### src/shared/tmr_pkg.sv
// constants, register map and types for the 8-bit timer/counter
`default_nettype none
package tmr_pkg;
  // bus geometry and answers
  localparam int TMR_AW = 8;
  localparam int TMR_DW = 32;
  localparam logic [1:0] TMR_RESP_OKAY = 2'h0;
  localparam logic [1:0] TMR_RESP_SLVERR = 2'h2;
  // register byte offsets
  localparam logic [7:0] TMR_OFF_CTRL = 8'h00;
  localparam logic [7:0] TMR_OFF_COUNT = 8'h04;
  localparam logic [7:0] TMR_OFF_CMP = 8'h08;
  localparam logic [7:0] TMR_OFF_STAT = 8'h0C;
  localparam logic [7:0] TMR_OFF_FLAG = 8'h10;
  // field positions
  localparam int TMR_ST_ASYNC = 3;
  localparam int TMR_ST_CNT_BUSY = 2;
  localparam int TMR_FL_CMP = 1;
  localparam int TMR_FL_OVF = 0;
  localparam int TMR_CTRL_FORCE = 7;
  // counter landmarks and reset values
  localparam logic [7:0] TMR_MAX = 8'hFF;
  localparam logic [7:0] TMR_BOTTOM = 8'h00;
  localparam logic [7:0] TMR_RST8 = 8'h00;
  localparam logic [7:0] TMR_ONE8 = 8'h01;
  // temporary-register transfer: oscillator edges before the load
  localparam logic [1:0] TMR_SYNC_EDGES = 2'h2;
  // indices of the three buffered registers
  localparam int TMR_IX_CNT = 0;
  localparam int TMR_IX_CMP = 1;
  localparam int TMR_IX_CTL = 2;
  localparam int TMR_NBUF = 3;
  // compare output actions
  localparam logic [1:0] TMR_COM_OFF = 2'h0;
  localparam logic [1:0] TMR_COM_TGL = 2'h1;
  localparam logic [1:0] TMR_COM_CLR = 2'h2;
  localparam logic [1:0] TMR_COM_SET = 2'h3;
  // prescaler tap masks, indexed by clock select
  localparam logic [9:0] TMR_PSC_MASK [8] = '{10'h000, 10'h000, 10'h007, 10'h01F,
                                              10'h03F, 10'h07F, 10'h0FF, 10'h3FF};
  typedef enum logic [1:0] {TMR_NORMAL, TMR_PHASE, TMR_CTC, TMR_FAST} tmr_mode_e;
  typedef struct packed {
    logic force_cmp;
    logic wgm_lo;
    logic [1:0] com;
    logic wgm_hi;
    logic [2:0] cs;
  } tmr_ctrl_s;
endpackage
`default_nettype wire

### src/rtl/tmr_timer8.sv
// 8-bit timer/counter with prescaler, waveform modes and AXI4-Lite registers
`timescale 1ns/1ps
`default_nettype none
// How it works
// - timer tick is clock enable from base
// - select bit picks bus clock or oscillator
// - switching source may corrupt register contents
// - async count write raises busy until loaded
// - async writes load after two oscillator edges
// - mode field chooses four modes and TOP
// - compare update point and overflow point per mode
// - force strobe applies match in non-PWM modes
// - forced match sets no flag, no clear
// - force bit always reads zero
// - nonzero output mode drives pin if direction
// - non-PWM: off, toggle, clear, set on match
// - fast PWM: match action, inverse at BOTTOM
// - fast PWM compare at TOP ignores match
// - phase PWM: up and down match actions
// - phase PWM compare at TOP acts at TOP
// - clock select picks prescaler division
// - clock select zero stops the counter
// - counter write suppresses next compare match
// - compare matched every tick, sets flag
module tmr_timer8
  import tmr_pkg::*;
(
  input wire logic aclk,
  input wire logic aresetn,
  input wire logic clk_en,
  input wire logic timer_oscillator_pin,
  input wire logic compare_pin_dir,
  input wire logic [TMR_AW-1:0] s_axi_awaddr,
  input wire logic s_axi_awvalid,
  output logic s_axi_awready,
  input wire logic [TMR_DW-1:0] s_axi_wdata,
  input wire logic [3:0] s_axi_wstrb,
  input wire logic s_axi_wvalid,
  output logic s_axi_wready,
  output logic [1:0] s_axi_bresp,
  output logic s_axi_bvalid,
  input wire logic s_axi_bready,
  input wire logic [TMR_AW-1:0] s_axi_araddr,
  input wire logic s_axi_arvalid,
  output logic s_axi_arready,
  output logic [TMR_DW-1:0] s_axi_rdata,
  output logic [1:0] s_axi_rresp,
  output logic s_axi_rvalid,
  input wire logic s_axi_rready,
  output logic compare_output_pin,
  output logic compare_output_pin_oe
);

  ////////////////////////////////////////////////////////////////////////////
  // declarations
  logic aw_got, w_got, wr_en, lane0;
  logic [TMR_AW-1:0] waddr_q;
  logic [7:0] wdata_q;
  logic oscillator_select;
  tmr_ctrl_s ctrl_tmp, ctrl;
  logic [7:0] cnt_tmp, cmp_tmp, cmp_buf, cmp, count;
  logic [TMR_NBUF-1:0] pend, wr_q, ld, wr_now;
  logic [1:0] ecnt [TMR_NBUF];
  logic osc_s1, osc_s2, osc_s3, osc_edge, src_tick, tick;
  logic [9:0] psc;
  logic count_down, blk, match, match_pend, force_apply;
  logic compare_flag, overflow_flag, cmp_set, ovf_set;
  logic next_pin;
  tmr_mode_e mode;

  assign mode = tmr_mode_e'({ctrl.wgm_hi, ctrl.wgm_lo});
  assign lane0 = s_axi_wstrb[0];

  ////////////////////////////////////////////////////////////////////////////
  // axi4-lite write channel: address and data taken in either order
  assign wr_en = aw_got && w_got && !s_axi_bvalid;

  always_ff @(posedge aclk) begin
    if (!aresetn) begin
      aw_got <= 1'b0;
      w_got <= 1'b0;
      waddr_q <= '0;
      wdata_q <= TMR_RST8;
      s_axi_awready <= 1'b0;
      s_axi_wready <= 1'b0;
      s_axi_bvalid <= 1'b0;
      s_axi_bresp <= TMR_RESP_OKAY;
    end else if (clk_en) begin
      s_axi_awready <= !aw_got && !(s_axi_awvalid && s_axi_awready) && !s_axi_bvalid;
      s_axi_wready <= !w_got && !(s_axi_wvalid && s_axi_wready) && !s_axi_bvalid;
      if (s_axi_awvalid && s_axi_awready) begin
        aw_got <= 1'b1;
        waddr_q <= s_axi_awaddr;
      end
      if (s_axi_wvalid && s_axi_wready) begin
        w_got <= 1'b1;
        // a write without lane 0 takes a zero byte
        wdata_q <= lane0 ? s_axi_wdata[7:0] : TMR_RST8;
      end
      if (wr_en) begin
        aw_got <= 1'b0;
        w_got <= 1'b0;
        s_axi_bvalid <= 1'b1;
        case (waddr_q)
          TMR_OFF_CTRL, TMR_OFF_COUNT, TMR_OFF_CMP,
          TMR_OFF_STAT, TMR_OFF_FLAG: s_axi_bresp <= TMR_RESP_OKAY;
          default: s_axi_bresp <= TMR_RESP_SLVERR;
        endcase
      end else if (s_axi_bvalid && s_axi_bready) begin
        s_axi_bvalid <= 1'b0;
      end
    end
  end

  // byte lane 0 gate remembered alongside the data
  logic wlane_q;
  always_ff @(posedge aclk) begin
    if (!aresetn) begin
      wlane_q <= 1'b0;
    end else if (clk_en && s_axi_wvalid && s_axi_wready) begin
      wlane_q <= lane0;
    end
  end

  ////////////////////////////////////////////////////////////////////////////
  // axi4-lite read channel, data one cycle after the address
  always_ff @(posedge aclk) begin
    if (!aresetn) begin
      s_axi_arready <= 1'b0;
      s_axi_rvalid <= 1'b0;
      s_axi_rdata <= '0;
      s_axi_rresp <= TMR_RESP_OKAY;
    end else if (clk_en) begin
      s_axi_arready <= !s_axi_rvalid && !(s_axi_arvalid && s_axi_arready);
      if (s_axi_arvalid && s_axi_arready) begin
        s_axi_rvalid <= 1'b1;
        s_axi_rdata <= '0;
        s_axi_rresp <= TMR_RESP_OKAY;
        case (s_axi_araddr)
          // force bit is a strobe and never reads back
          TMR_OFF_CTRL: s_axi_rdata[6:0] <= ctrl_tmp[6:0];
          TMR_OFF_COUNT: s_axi_rdata[7:0] <= count;
          TMR_OFF_CMP: s_axi_rdata[7:0] <= cmp_tmp;
          TMR_OFF_STAT: begin
            s_axi_rdata[TMR_ST_ASYNC] <= oscillator_select;
            s_axi_rdata[TMR_ST_CNT_BUSY] <= pend[TMR_IX_CNT];
          end
          TMR_OFF_FLAG: begin
            s_axi_rdata[TMR_FL_CMP] <= compare_flag;
            s_axi_rdata[TMR_FL_OVF] <= overflow_flag;
          end
          default: s_axi_rresp <= TMR_RESP_SLVERR;
        endcase
      end else if (s_axi_rvalid && s_axi_rready) begin
        s_axi_rvalid <= 1'b0;
      end
    end
  end

  ////////////////////////////////////////////////////////////////////////////
  // temporary registers written by software
  assign wr_now[TMR_IX_CNT] = wr_en && wlane_q && (waddr_q == TMR_OFF_COUNT);
  assign wr_now[TMR_IX_CMP] = wr_en && wlane_q && (waddr_q == TMR_OFF_CMP);
  assign wr_now[TMR_IX_CTL] = wr_en && wlane_q && (waddr_q == TMR_OFF_CTRL);

  always_ff @(posedge aclk) begin
    if (!aresetn) begin
      ctrl_tmp <= '0;
      cnt_tmp <= TMR_RST8;
      cmp_tmp <= TMR_RST8;
      oscillator_select <= 1'b0;
    end else if (clk_en) begin
      if (wr_now[TMR_IX_CTL]) ctrl_tmp <= tmr_ctrl_s'(wdata_q);
      if (wr_now[TMR_IX_CNT]) cnt_tmp <= wdata_q;
      if (wr_now[TMR_IX_CMP]) cmp_tmp <= wdata_q;
      if (wr_en && wlane_q && waddr_q == TMR_OFF_STAT) begin
        oscillator_select <= wdata_q[TMR_ST_ASYNC];
      end
    end
  end

  ////////////////////////////////////////////////////////////////////////////
  // oscillator pin: two-flop synchroniser, then edge detect on the second
  always_ff @(posedge aclk) begin
    if (!aresetn) begin
      osc_s1 <= 1'b0;
      osc_s2 <= 1'b0;
      osc_s3 <= 1'b0;
    end else if (clk_en) begin
      osc_s1 <= timer_oscillator_pin;
      osc_s2 <= osc_s1;
      osc_s3 <= osc_s2;
    end
  end
  assign osc_edge = osc_s2 && !osc_s3;

  ////////////////////////////////////////////////////////////////////////////
  // transfer from temporary to destination register, one lane per register
  // in synchronous mode the load follows the write by one cycle
  for (genvar i = 0; i < TMR_NBUF; i++) begin : g_xfer
    assign ld[i] = (wr_q[i] && !oscillator_select)
                || (pend[i] && osc_edge && ecnt[i] == TMR_SYNC_EDGES - 2'h1);
    always_ff @(posedge aclk) begin
      if (!aresetn) begin
        wr_q[i] <= 1'b0;
        pend[i] <= 1'b0;
        ecnt[i] <= 2'h0;
      end else if (clk_en) begin
        wr_q[i] <= wr_now[i];
        if (wr_now[i] && oscillator_select) begin
          // a fresh write restarts the transfer; set wins over the load
          pend[i] <= 1'b1;
          ecnt[i] <= 2'h0;
        end else if (!oscillator_select) begin
          // source switched: abandon transfers, contents not guaranteed
          pend[i] <= 1'b0;
          ecnt[i] <= 2'h0;
        end else if (ld[i]) begin
          pend[i] <= 1'b0;
          ecnt[i] <= 2'h0;
        end else if (pend[i] && osc_edge) begin
          ecnt[i] <= ecnt[i] + 2'h1;
        end
      end
    end
  end

  ////////////////////////////////////////////////////////////////////////////
  // prescaler and timer tick, used as a clock enable of aclk
  assign src_tick = clk_en && (oscillator_select ? osc_edge : 1'b1);
  assign tick = src_tick && (ctrl.cs != 3'h0)
             && ((psc & TMR_PSC_MASK[ctrl.cs]) == TMR_PSC_MASK[ctrl.cs]);

  always_ff @(posedge aclk) begin
    if (!aresetn) begin
      psc <= 10'h000;
    end else if (src_tick) begin
      psc <= psc + 10'h001;
    end
  end

  ////////////////////////////////////////////////////////////////////////////
  // control and compare destinations; compare is double buffered in pwm
  assign force_apply = ld[TMR_IX_CTL] && ctrl_tmp.force_cmp && !ctrl_tmp.wgm_lo;

  always_ff @(posedge aclk) begin
    if (!aresetn) begin
      ctrl <= '0;
      cmp_buf <= TMR_RST8;
      cmp <= TMR_RST8;
    end else if (clk_en) begin
      if (ld[TMR_IX_CTL]) begin
        ctrl <= ctrl_tmp;
        ctrl.force_cmp <= 1'b0;
      end
      if (ld[TMR_IX_CMP]) cmp_buf <= cmp_tmp;
      case (mode)
        TMR_NORMAL, TMR_CTC: cmp <= cmp_buf;
        TMR_PHASE: if (tick && !count_down && count == TMR_MAX) cmp <= cmp_buf;
        TMR_FAST: if (tick && count == TMR_MAX) cmp <= cmp_buf;
        default: cmp <= cmp_buf;
      endcase
    end
  end

  ////////////////////////////////////////////////////////////////////////////
  // counter; a load blocks the compare match of the next tick
  assign match = (count == cmp) && !blk;

  always_ff @(posedge aclk) begin
    if (!aresetn) begin
      count <= TMR_RST8;
      count_down <= 1'b0;
      blk <= 1'b0;
    end else if (clk_en) begin
      if (ld[TMR_IX_CNT]) begin
        count <= cnt_tmp;
        blk <= 1'b1;
      end else if (tick) begin
        blk <= 1'b0;
        case (mode)
          TMR_NORMAL, TMR_FAST: count <= count + TMR_ONE8;
          TMR_CTC: count <= match ? TMR_BOTTOM : count + TMR_ONE8;
          TMR_PHASE: begin
            if (!count_down && count == TMR_MAX) begin
              count_down <= 1'b1;
              count <= count - TMR_ONE8;
            end else if (count_down && count == TMR_BOTTOM) begin
              count_down <= 1'b0;
              count <= count + TMR_ONE8;
            end else begin
              count <= count_down ? count - TMR_ONE8 : count + TMR_ONE8;
            end
          end
          default: count <= count + TMR_ONE8;
        endcase
      end
      if (mode != TMR_PHASE) count_down <= 1'b0;
    end
  end

  ////////////////////////////////////////////////////////////////////////////
  // flags: match flag one tick after equality, set wins over clear
  assign cmp_set = tick && match_pend;
  assign ovf_set = tick && ((mode != TMR_PHASE && count == TMR_MAX)
                         || (mode == TMR_PHASE && count_down && count == TMR_BOTTOM));

  always_ff @(posedge aclk) begin
    if (!aresetn) begin
      match_pend <= 1'b0;
      compare_flag <= 1'b0;
      overflow_flag <= 1'b0;
    end else if (clk_en) begin
      // a count load drops a match still waiting from before the write
      if (ld[TMR_IX_CNT]) begin
        match_pend <= 1'b0;
      end else if (tick) begin
        match_pend <= match;
      end
      if (cmp_set) begin
        compare_flag <= 1'b1;
      end else if (wr_en && wlane_q && waddr_q == TMR_OFF_FLAG && wdata_q[TMR_FL_CMP]) begin
        compare_flag <= 1'b0;
      end
      if (ovf_set) begin
        overflow_flag <= 1'b1;
      end else if (wr_en && wlane_q && waddr_q == TMR_OFF_FLAG && wdata_q[TMR_FL_OVF]) begin
        overflow_flag <= 1'b0;
      end
    end
  end

  ////////////////////////////////////////////////////////////////////////////
  // waveform generator; a forced match touches only the output latch
  always_comb begin
    next_pin = compare_output_pin;
    if (force_apply) begin
      case (ctrl_tmp.com)
        TMR_COM_TGL: next_pin = !compare_output_pin;
        TMR_COM_CLR: next_pin = 1'b0;
        TMR_COM_SET: next_pin = 1'b1;
        default: next_pin = compare_output_pin;
      endcase
    end else if (tick) begin
      case (mode)
        TMR_NORMAL, TMR_CTC: begin
          if (match) begin
            case (ctrl.com)
              TMR_COM_TGL: next_pin = !compare_output_pin;
              TMR_COM_CLR: next_pin = 1'b0;
              TMR_COM_SET: next_pin = 1'b1;
              default: next_pin = compare_output_pin;
            endcase
          end
        end
        TMR_FAST: begin
          // mode 1 is reserved and does nothing
          if (ctrl.com[1]) begin
            if (match && cmp != TMR_MAX) next_pin = ctrl.com[0];
            if (count == TMR_MAX) next_pin = !ctrl.com[0];
          end
        end
        TMR_PHASE: begin
          if (ctrl.com[1]) begin
            if (cmp == TMR_MAX) begin
              // at TOP take the down-count result to keep symmetry
              if (!count_down && count == TMR_MAX) next_pin = !ctrl.com[0];
            end else if (match) begin
              next_pin = count_down ? !ctrl.com[0] : ctrl.com[0];
            end
          end
        end
        default: next_pin = compare_output_pin;
      endcase
    end
  end

  // pin latch and its driver enable
  always_ff @(posedge aclk) begin
    if (!aresetn) begin
      compare_output_pin <= 1'b0;
      compare_output_pin_oe <= 1'b0;
    end else if (clk_en) begin
      compare_output_pin <= next_pin;
      compare_output_pin_oe <= (ctrl.com != TMR_COM_OFF) && compare_pin_dir;
    end
  end
endmodule // tmr_timer8
`default_nettype wire

### config.mk
export PLATFORM = sky130hd
export DESIGN_NAME = tmr_timer8
export DESIGN_NICKNAME = d
export VERILOG_FILES = /design/src/shared/tmr_pkg.sv /design/src/rtl/tmr_timer8.sv
export SDC_FILE = /design/constraint.sdc
export NUM_CORES = 1
export LEC_CHECK = 0
export ABC_CLOCK_PERIOD_IN_PS = 3400
export BUFFER_PORTS_ARGS = -buffer_cell sky130_fd_sc_hd__buf_2
export CORE_ASPECT_RATIO = 1.25
export CORE_MARGIN = 10
export CORE_UTILIZATION = 45
export DETAILED_ROUTE_END_ITERATION = 8
export GPL_TIMING_DRIVEN = 0
export PLACE_DENSITY = 0.68
export REMOVE_ABC_BUFFERS = 1
export SYNTH_ARGS = -nofsm -noshare
export SYNTH_HDL_FRONTEND = slang
export SYNTH_SLANG_ARGS = --single-unit
### constraint.sdc
create_clock -name aclk -period 3.4 [get_ports aclk]
set_input_delay 0.51 -clock aclk [delete_from_list [all_inputs] [get_ports aclk]]
set_output_delay 0.51 -clock aclk [all_outputs]
set_load 0.1 [all_outputs]
# --- Word level (Yosys, flattened, before mapping) ---
# Memories as Yosys holds them, arrays and structs flattened.
# Cells that the tools add are included.
totals:
  regBits: 118
  mem_bits_rw: 6
  romBits: 80
  in_bits: 62
  out_inout_bits: 43
  elab_cells: 365
  mem_count: 2
op_classes:
  addsub: 6
  magnitude_cmp: 1
  n_eq_ne: 40
  muxes: 142
  bitwise_logic: 14
  reduce_logical: 115
mem_list:
  columns: ["memory", "depth", "word_bits", "read_ports", "rd_clocked_by_memory_dff", "wr", "line_no", "text"]
  rows:
  - ["(no name shown)", 8, 10, 1, 0, 0, "tmr_timer8.sv:232", "&& ((psc & TMR_PSC_MASK[ctrl.cs]) == TMR_PSC_MASK[ctrl.cs]);"]
  - ["ecnt", 3, 2, 3, 0, 3, "tmr_timer8.sv:63", "logic [1:0] ecnt [TMR_NBUF];"]
ops:
  columns: ["operator", "count"]
  rows:
  - ["$mux W1", 108]
  - ["$mux W8", 9]
  - ["$logic_and A1 B1 Y1", 53]
  - ["$pmux W8 S3", 2]
  - ["$reduce_and A2 Y1", 20]
  - ["$eq A8 B4 Y1 const B", 4]
  - ["$mux W2", 14]
  - ["$logic_not A8 Y1", 3]
  - ["$reduce_bool A2 Y1", 11]
  - ["$mux W10", 2]
  - ["$eq A8 B3 Y1 const B", 2]
  - ["$eq A8 B5 Y1 const B", 2]
  - ["$eq A8 B8 Y1 const B", 2]
  - ["$pmux W2 S4", 2]
  - ["$logic_not A1 Y1", 14]
  - ["$eq A2 B1 Y1 const B", 6]
  - ["$eq A2 B2 Y1 const B", 6]
  - ["$or A1 B1 Y1", 12]
  - ["$add A10 B1 Y10 const B", 1]
  - ["$and A10 B10 Y10", 1]
  - ["$eq A10 B10 Y1", 1]
  - ["$reduce_and A10 Y1", 1]
  - ["$reduce_or A5 Y1", 2]
  - ["$ne A3 B1 Y1 const B", 3]
  - ["other kinds (23)", 37]

# --- Logic depth before layout (Yosys ltp) ---
# Gate-level depths: netlist (run 1).
depth:
  word_depth: 13
  depth_mapped: 9
  mapped_depth_nobuf: 8

# --- Least setup slack after synthesis (run 1) ---
# OpenSTA, ideal clock, no wires.
synth_path:
  path_kind: "reg2reg"
  start: "register s_axi_bvalid"
  end: "memory ecnt[1][0], enable pin"
  setup_time_ps: 297
  t_arrival_ps: 2085
  required_time_ps: 3103
  slack_ps: 1018
  path_stages_with_launch: 7
  path_buffers: 1
  synth_period_minus_slack_ps: 2382
  cell_sequence: "dfxtp_1 > nor3_1 > nand4b_1 > nor3b_1 > buf_4 > a211oi_1 > nand2_1"
synth_lines:
  columns: ["item", "line_no", "text"]
  rows:
  - ["start, declared", "tmr_timer8.sv:41", "output logic s_axi_bvalid,"]
  - ["start signal, assigned", "tmr_timer8.sv:86", "s_axi_bvalid <= 1'b0;"]
  - ["start signal, assigned", "tmr_timer8.sv:103", "s_axi_bvalid <= 1'b1;"]
  - ["start signal, assigned", "tmr_timer8.sv:110", "s_axi_bvalid <= 1'b0;"]
  - ["end, declared", "tmr_timer8.sv:63", null]

==> results.json, run 1 <==
{
  "layout.nets": 837,
  "drt_iter0_markers": 247,
  "yosysUniqueCellTypes": 76,
  "rsz0062_at_grt": "no",
  "place_ws_ns": -0.3797,
  "crit_chain": "buf_2 -> inv_1 -> nor3_1 -> nand4b_1 -> nor3_4 -> a211oi_1 -> nand2_1",
  "n_antenna_cell": 0,
  "synthCells": 733,
  "grt_pass1_vias": 5396,
  "grt_use_total_pct": 16.48,
  "numCtsBuffers": 17,
  "drv_slew": 0,
  "routedWlPerCell_um": 17.08,
  "antenna_found_initial": 0,
  "clockBufferDepth": 2,
  "drive_gt1_share_pct": 13.94,
  "io_buffers": 51,
  "grt-ovfl-total": 0,
  "status": "finished, final reports clean",
  "synth_flop_cell": "dfxtp_1",
  "finalHoldViolations": 0,
  "globalplace.congestion": 0.8870,
  "synth_area_um2": 6277,
  "tightest_slew_ns": 1.050,
  "routed_wl_um": 16230,
  "async_flop_share_pct": 0,
  "clock_sinks": 122,
  "root_buffer": "clkbuf_16",
  "die_x_um": 125.6,
  "slowest_delay_ns": 0.65,
  "initial_core_util_pct": 45.64,
  "grt_max_degree": 95,
  "die_area_um2": 19100,
  "io_pins": 105,
  "worst_setup_path_start_kind": "input port",
  "cts_max_level": 4,
  "final_common_cell": "dfxtp_1",
  "hpwl_um": 11620,
  "path_delay_family": "simple AND/OR/NAND/NOR gates",
  "ys_seq_elements": 122,
  "avgViaCountPerCell": 5.628,
  "worst-setup-path-type": "in -> reg",
  "core-area_um2": 13750,
  "grt_pass1_wl_um": 26610,
  "finalSetupViolCount": 0,
  "syn_avg_cell_area_um2": 8.564,
  "holdBufCountCts": 0,
  "fin_crit_sh_pct": 92.19,
  "finalCoreUtilization_pct": 51.48,
  "cp_max_fo": 26,
  "clock_latency_ns": 0.41,
  "p_leak_nw": 2.793,
  "synthToLayoutAreaGrowth_pct": 12.80,
  "ys_seq_area_share_pct": 39.86,
  "critical_path.slowest_cell": "nor3_1",
  "ant_nets": 0,
  "min_path_type": "in -> reg",
  "path_clk_slew_ns": 0.06,
  "cp.arrival_ns": 3.25,
  "first_pass_iters": 5,
  "fin_skew_ns": 0.006543,
  "worst-path-buf-inv": 2,
  "rows": 48,
  "drv_cap": 0,
  "layout_setup_ws_ns": 0.2655,
  "fillers": 1243,
  "num_vias": 5347,
  "powerDensity_nw_per_um2": 502.7,
  "fmax_mhz": 319.0,
  "cts_tree": "done",
  "synth_edf_count": 6,
  "ys.warnings.count": 0,
  "timing.setup.tns_ns": 0,
  "seqCellArea_um2": 2502,
  "post_cts_buffers": 0,
  "crit_required_ns": 3.52,
  "multi_input_area_um2": 3393,
  "final_cell_mix": "dfxtp_1 (116), nor2_1 (108), nand2_1 (64)",
  "drc": 0,
  "min_period_ns": 3.135,
  "setup.worst_path.end_class": "flip-flop",
  "die_h_um": 152.1,
  "slew_headroom_pct": 29.68,
  "peakVddDrop_uv": 405.4
}
## worst register-to-register path: stages, from the launching register on
cell,delay [ns]
dfxtp_1,0.42
inv_1,0.16
ha_1,0.19
or4bb_1,0.56
nor2_4,0.21
nor4b_1,0.08
o21a_1,0.17
or4b_1,0.56
a31oi_1,0.16
## path summary, 6_finish.rpt
kind | start | endpoint | slack, ns | cells past startpoint
max | clk_en | ecnt[2][0] | 0.27 | 7
min | timer_oscillator_pin | osc_s1 | 0.34 | 3
max reg2reg | count[1] | count[7] | 0.82 | 8
min reg2reg | waddr_q[6] | waddr_q[6] | 0.45 | 2
## sequential cells by signal (all words and copies together) (netlist names), 3 cells and up
| register | cells |
|---|---|
| psc | 10 |
| cmp | 8 |
| cmp_buf | 8 |
| cmp_tmp | 8 |
| cnt_tmp | 8 |
| count | 8 |
| ctrl_tmp | 8 |
| s_axi_rdata | 8 |
| waddr_q | 8 |
| wdata_q | 8 |
| ctrl | 7 |
| ecnt | 6 |
| pend | 3 |
| wr_q | 3 |
## per-stage QoR
| stage | hold WS, ns | power [W] | cells | instance area (um2) |
|---|---|---|---|---|
| floorplan | 0.4308 | 0.001717 | 690 | 5939 |
| global placement | 0.4392 | 0.001776 | 916 | 6414 |
| detailed placement | 0.4418 | 0.001786 | 919 | 6487 |
| CTS | 0.3280 | 0.003571 | 950 | 7074 |
| global route | 0.3347 | 0.003657 | 950 | 7081 |
| finish | 0.3355 | 0.003559 | 950 | 7081 |
## area by class of cell
class / instances / area share, %
well taps: 175 / 3.092
multi-input cells: 549 / 47.92
repair buffers: 54 / 4.312
inverters: 19 / 1.043
clock buffers: 23 / 6.609
flip-flops and latches: 122 / 35.34
clock inverters: 8 / 1.679
## cells in the mapped netlist (all sizes together) (4+ instances only)
master | n | share of area, %
nor2b | 5 | 0.50
nand4 | 10 | 1.0
mux2 | 6 | 1.1
o21a | 5 | 0.60
nand2b | 5 | 0.50
mux2i | 56 | 8.9
a22oi | 7 | 0.84
xnor2 | 8 | 1.1
nor4 | 4 | 0.40
dfxtp | 116 | 37
a2111oi | 4 | 0.68
buf | 40 | 4.6
xor2 | 15 | 2.1
ha | 12 | 2.4
o21ai | 32 | 2.6
a31oi | 8 | 0.80
a211oi | 4 | 0.48
clkbuf | 28 | 2.3
and3 | 9 | 0.92
a21oi | 45 | 3.6
nand2 | 64 | 3.8
o211ai | 10 | 1.2
a221oi | 5 | 0.70
nand3 | 29 | 2.3
or3 | 4 | 0.40
inv | 19 | 1.1
nor3 | 18 | 1.5
edfxtp | 6 | 2.9
nor2 | 109 | 6.6
## power breakdown
| group | switching (W) | leakage, nW | internal, W |
|---|---|---|---|
| clock network | 0.000618 | 0.291 | 0.00118 |
| registers | 0.0000154 | 1.01 | 0.00146 |
| logic | 0.000240 | 1.50 | 0.0000454 |
## routing by layer
layer,GRT usage [%],vias to the layer above,share of wire (%)
met5,0,-,0
met4,8.352,0,3.1
met3,4.281,34,4.8
met2,27.85,151,49
met1,18.65,2561,43
li1,-,2601,-
## cell families after synthesis
logic type | synth area share (%)
other | 0.05974
and+or+nand+nor | 21.21
DFF | 39.86
muxes | 10.01
xor gates and xnor gates | 3.209
AOI/OAI and AO/OA | 15.25
buffers and inverters | 8.013
adders and majority gates | 2.392
## what timing repair did
item | CTS | global route
endpoints found under the setup margin | 0 | 10
endpoints found under the hold margin | 0 | 0
resized for setup | 0 | 1
(Power assumes the default switching activity.)
==> run 2: changes to the inputs <==
--- a/config.mk
+++ b/config.mk
@@ -7,12 +7,14 @@
 export LEC_CHECK = 0
 export ABC_CLOCK_PERIOD_IN_PS = 3400
 export BUFFER_PORTS_ARGS = -buffer_cell sky130_fd_sc_hd__buf_2
+export CELL_PAD_IN_SITES_DETAIL_PLACEMENT = 2
+export CELL_PAD_IN_SITES_GLOBAL_PLACEMENT = 2
 export CORE_ASPECT_RATIO = 1.25
 export CORE_MARGIN = 10
-export CORE_UTILIZATION = 45
+export CORE_UTILIZATION = 36
 export DETAILED_ROUTE_END_ITERATION = 8
 export GPL_TIMING_DRIVEN = 0
-export PLACE_DENSITY = 0.68
+export PLACE_DENSITY = 0.86
 export REMOVE_ABC_BUFFERS = 1
 export SYNTH_ARGS = -nofsm -noshare
 export SYNTH_HDL_FRONTEND = slang
==> run 2 against run 1 <==
Final area rose by 2.0%; combinational power rose by 6%; power rose by 3.6%; critical path depth rose by 1; sequential share of layout area fell by 0.69 points; clock power rose by 6%; clock skew rose by 0.017 ns; hold slack got worse by 0.025 ns; maximum frequency fell by 2.8%; largest cell class unchanged.
==> results.json, run 2 (same netlist as run 1, synthesis figures left out) <==
{
  "io_pins": 105,
  "setup.worst_path.end_class": "flip-flop",
  "ant_nets": 0,
  "p_int_w": 0.002702,
  "fin_skew_ns": 0.02308,
  "globalplace.congestion": 0.8835,
  "path_clk_slew_ns": 0.06,
  "grt_max_degree": 63,
  "largest_reg_flops": 10,
  "root_buffer": "clkbuf_16",
  "first_pass_iters": 4,
  "grt_util_met1_pct": 21.76,
  "min_path_type": "in -> reg",
  "fin_crit_sh_pct": 94.85,
  "layout.nets": 843,
  "p_clk_share_pct": 51.8,
  "crit_chain": "buf_2 -> inv_1 -> a21oi_2 -> o211ai_1 -> buf_4 -> o2bb2a_1 -> mux2i_1 -> nor2_1",
  "grt_pass1_vias": 6694,
  "fmax_mhz": 310.1,
  "crit_required_ns": 3.72,
  "rsz0062_at_grt": "no",
  "final_cell_mix": "dfxtp_1 (116), nor2_1 (108), nand2_1 (64)",
  "total_power_w": 0.003688,
  "switching_share_pct": 26.74,
  "initial_core_util_pct": 36.98,
  "worst-setup-path-type": "in -> reg",
  "place_ws_ns": -0.4506,
  "r2r_slack_ns": 0.67,
  "core-area_um2": 16980,
  "drt_iter0_markers": 378,
  "pwr-share-seq_pct": 40.0,
  "die_area_um2": 23150,
  "regMostFlops": "psc",
  "finalHoldViolations": 0,
  "slew_headroom_pct": 22.94,
  "min_period_ns": 3.225,
  "clockBufferDepth": 2,
  "die_h_um": 167.6,
  "status": "finished, final reports clean",
  "powerDensity_nw_per_um2": 510.7,
  "finish.instance_area_um2": 7221,
  "slowest_delay_ns": 0.58,
  "tightest_slew_ns": 1.148,
  "worst_setup_path_start_kind": "input port",
  "critical_path.slowest_cell": "a21oi_2",
  "cp_max_fo": 26,
  "grt-ovfl-total": 0,
  "drive_gt1_share_pct": 15.22,
  "routedWlPerCell_um": 24.74,
  "synthToLayoutAreaGrowth_pct": 15.03,
  "finalSetupViolCount": 0,
  "rows": 53,
  "antenna_found_initial": 0,
  "final_common_cell": "dfxtp_1",
  "num_vias": 5750,
  "hpwl_um": 15900,
  "avgViaCountPerCell": 5.739,
  "numCtsBuffers": 17,
  "clock_sinks": 122,
  "drc": 0,
  "comb_power_share_pct": 8.2,
  "p_leak_nw": 2.838,
  "fillers": 1897,
  "routed_wl_um": 24790,
  "layout_setup_ws_ns": 0.1750,
  "p_sw_w": 0.0009860,
  "n_antenna_cell": 0,
  "grt_pass1_wl_um": 39240,
  "finalCoreUtilization_pct": 42.53,
  "placed_area_um2": 6563,
  "busiest_layer": "met2",
  "whs_ns": 0.3107,
  "io_buffers": 51,
  "grt_util_met2_pct": 39.76,
  "cts_max_level": 4,
  "die_x_um": 138.1,
  "clock_latency_ns": 0.45,
  "drv_cap": 0,
  "cp.arrival_ns": 3.54,
  "cts_tree": "done",
  "grt_use_total_pct": 21.21,
  "drv_slew": 0,
  "met3_usage_pct": 4.216,
  "peakVddDrop_uv": 349.9
}
## run 2: cell types whose count changed in the layout (fill, tap and decap cells not counted), sizes merged
cell / change
clkinvlp: +1
bufinv: -1
buf: +6
inv: +2
clkinv: -1
## run 2: timing repair
| action | CTS | global route |
|---|---|---|
| hold endpoints to repair | 0 | 0 |
| pin swaps | 1 | 0 |
| endpoints found under the setup margin | 12 | 16 |
| hold buffers | 0 | 0 |
| buffers inserted | 4 | 0 |
| resized for setup | 0 | 2 |
## run 2: final timing paths
kind | from | end | cells after the start
max | clk_en | cmp[6] | 8
min | s_axi_awaddr[6] | waddr_q[6] | 3
min reg2reg | waddr_q[5] | waddr_q[5] | 2
max reg2reg | count[5] | compare_output_pin | 6
## run 2: worst max-delay path: cells and delay by family
family	cells	cell delay, ns
AO/OA/AOI/OAI	3	1.29
multiplexers	1	0.36
AND/OR/NAND/NOR	1	0.08
buffers and inverters	3	1.25
## run 2: metrics by stage
step | std cells | setup TNS [ns]
after global routing | 1002 | 0
final | 1002 | 0
after detailed placement | 966 | -9.145
after floorplan | 690 | 0
after global placement | 961 | -45.32
after CTS | 1002 | 0
## run 2: power by group through the flow
stage | sequential (W) | clock [W] | combinational [W]
after CTS | 0.00147 | 0.00194 | 0.000301
after global routing | 0.00148 | 0.00199 | 0.000319
after global placement | 0.00150 | 0 | 0.000280
after floorplan | 0.00153 | 0 | 0.000183
final | 0.00147 | 0.00191 | 0.000304
after detailed placement | 0.00150 | 0 | 0.000295
## run 2: area by class of cell
class,instances,area (um2),share of cell area (%)
clock buffers,23,509.2,7.052
clock inverters,9,107.6,1.490
inverters,19,73.82,1.022
multi-input cells,549,3398,47.06
flip-flops and latches,122,2502,34.66
well taps,220,275.3,3.812
repair buffers,60,354.1,4.904
## run 2: routing by layer
| metal | vias up | part of all wire, % |
|---|---|---|
| li1 | 2618 | - |
| met1 | 2897 | 38 |
| met2 | 174 | 54 |
| met3 | 61 | 3.6 |
| met4 | 0 | 3.9 |
| met5 | - | 0 |
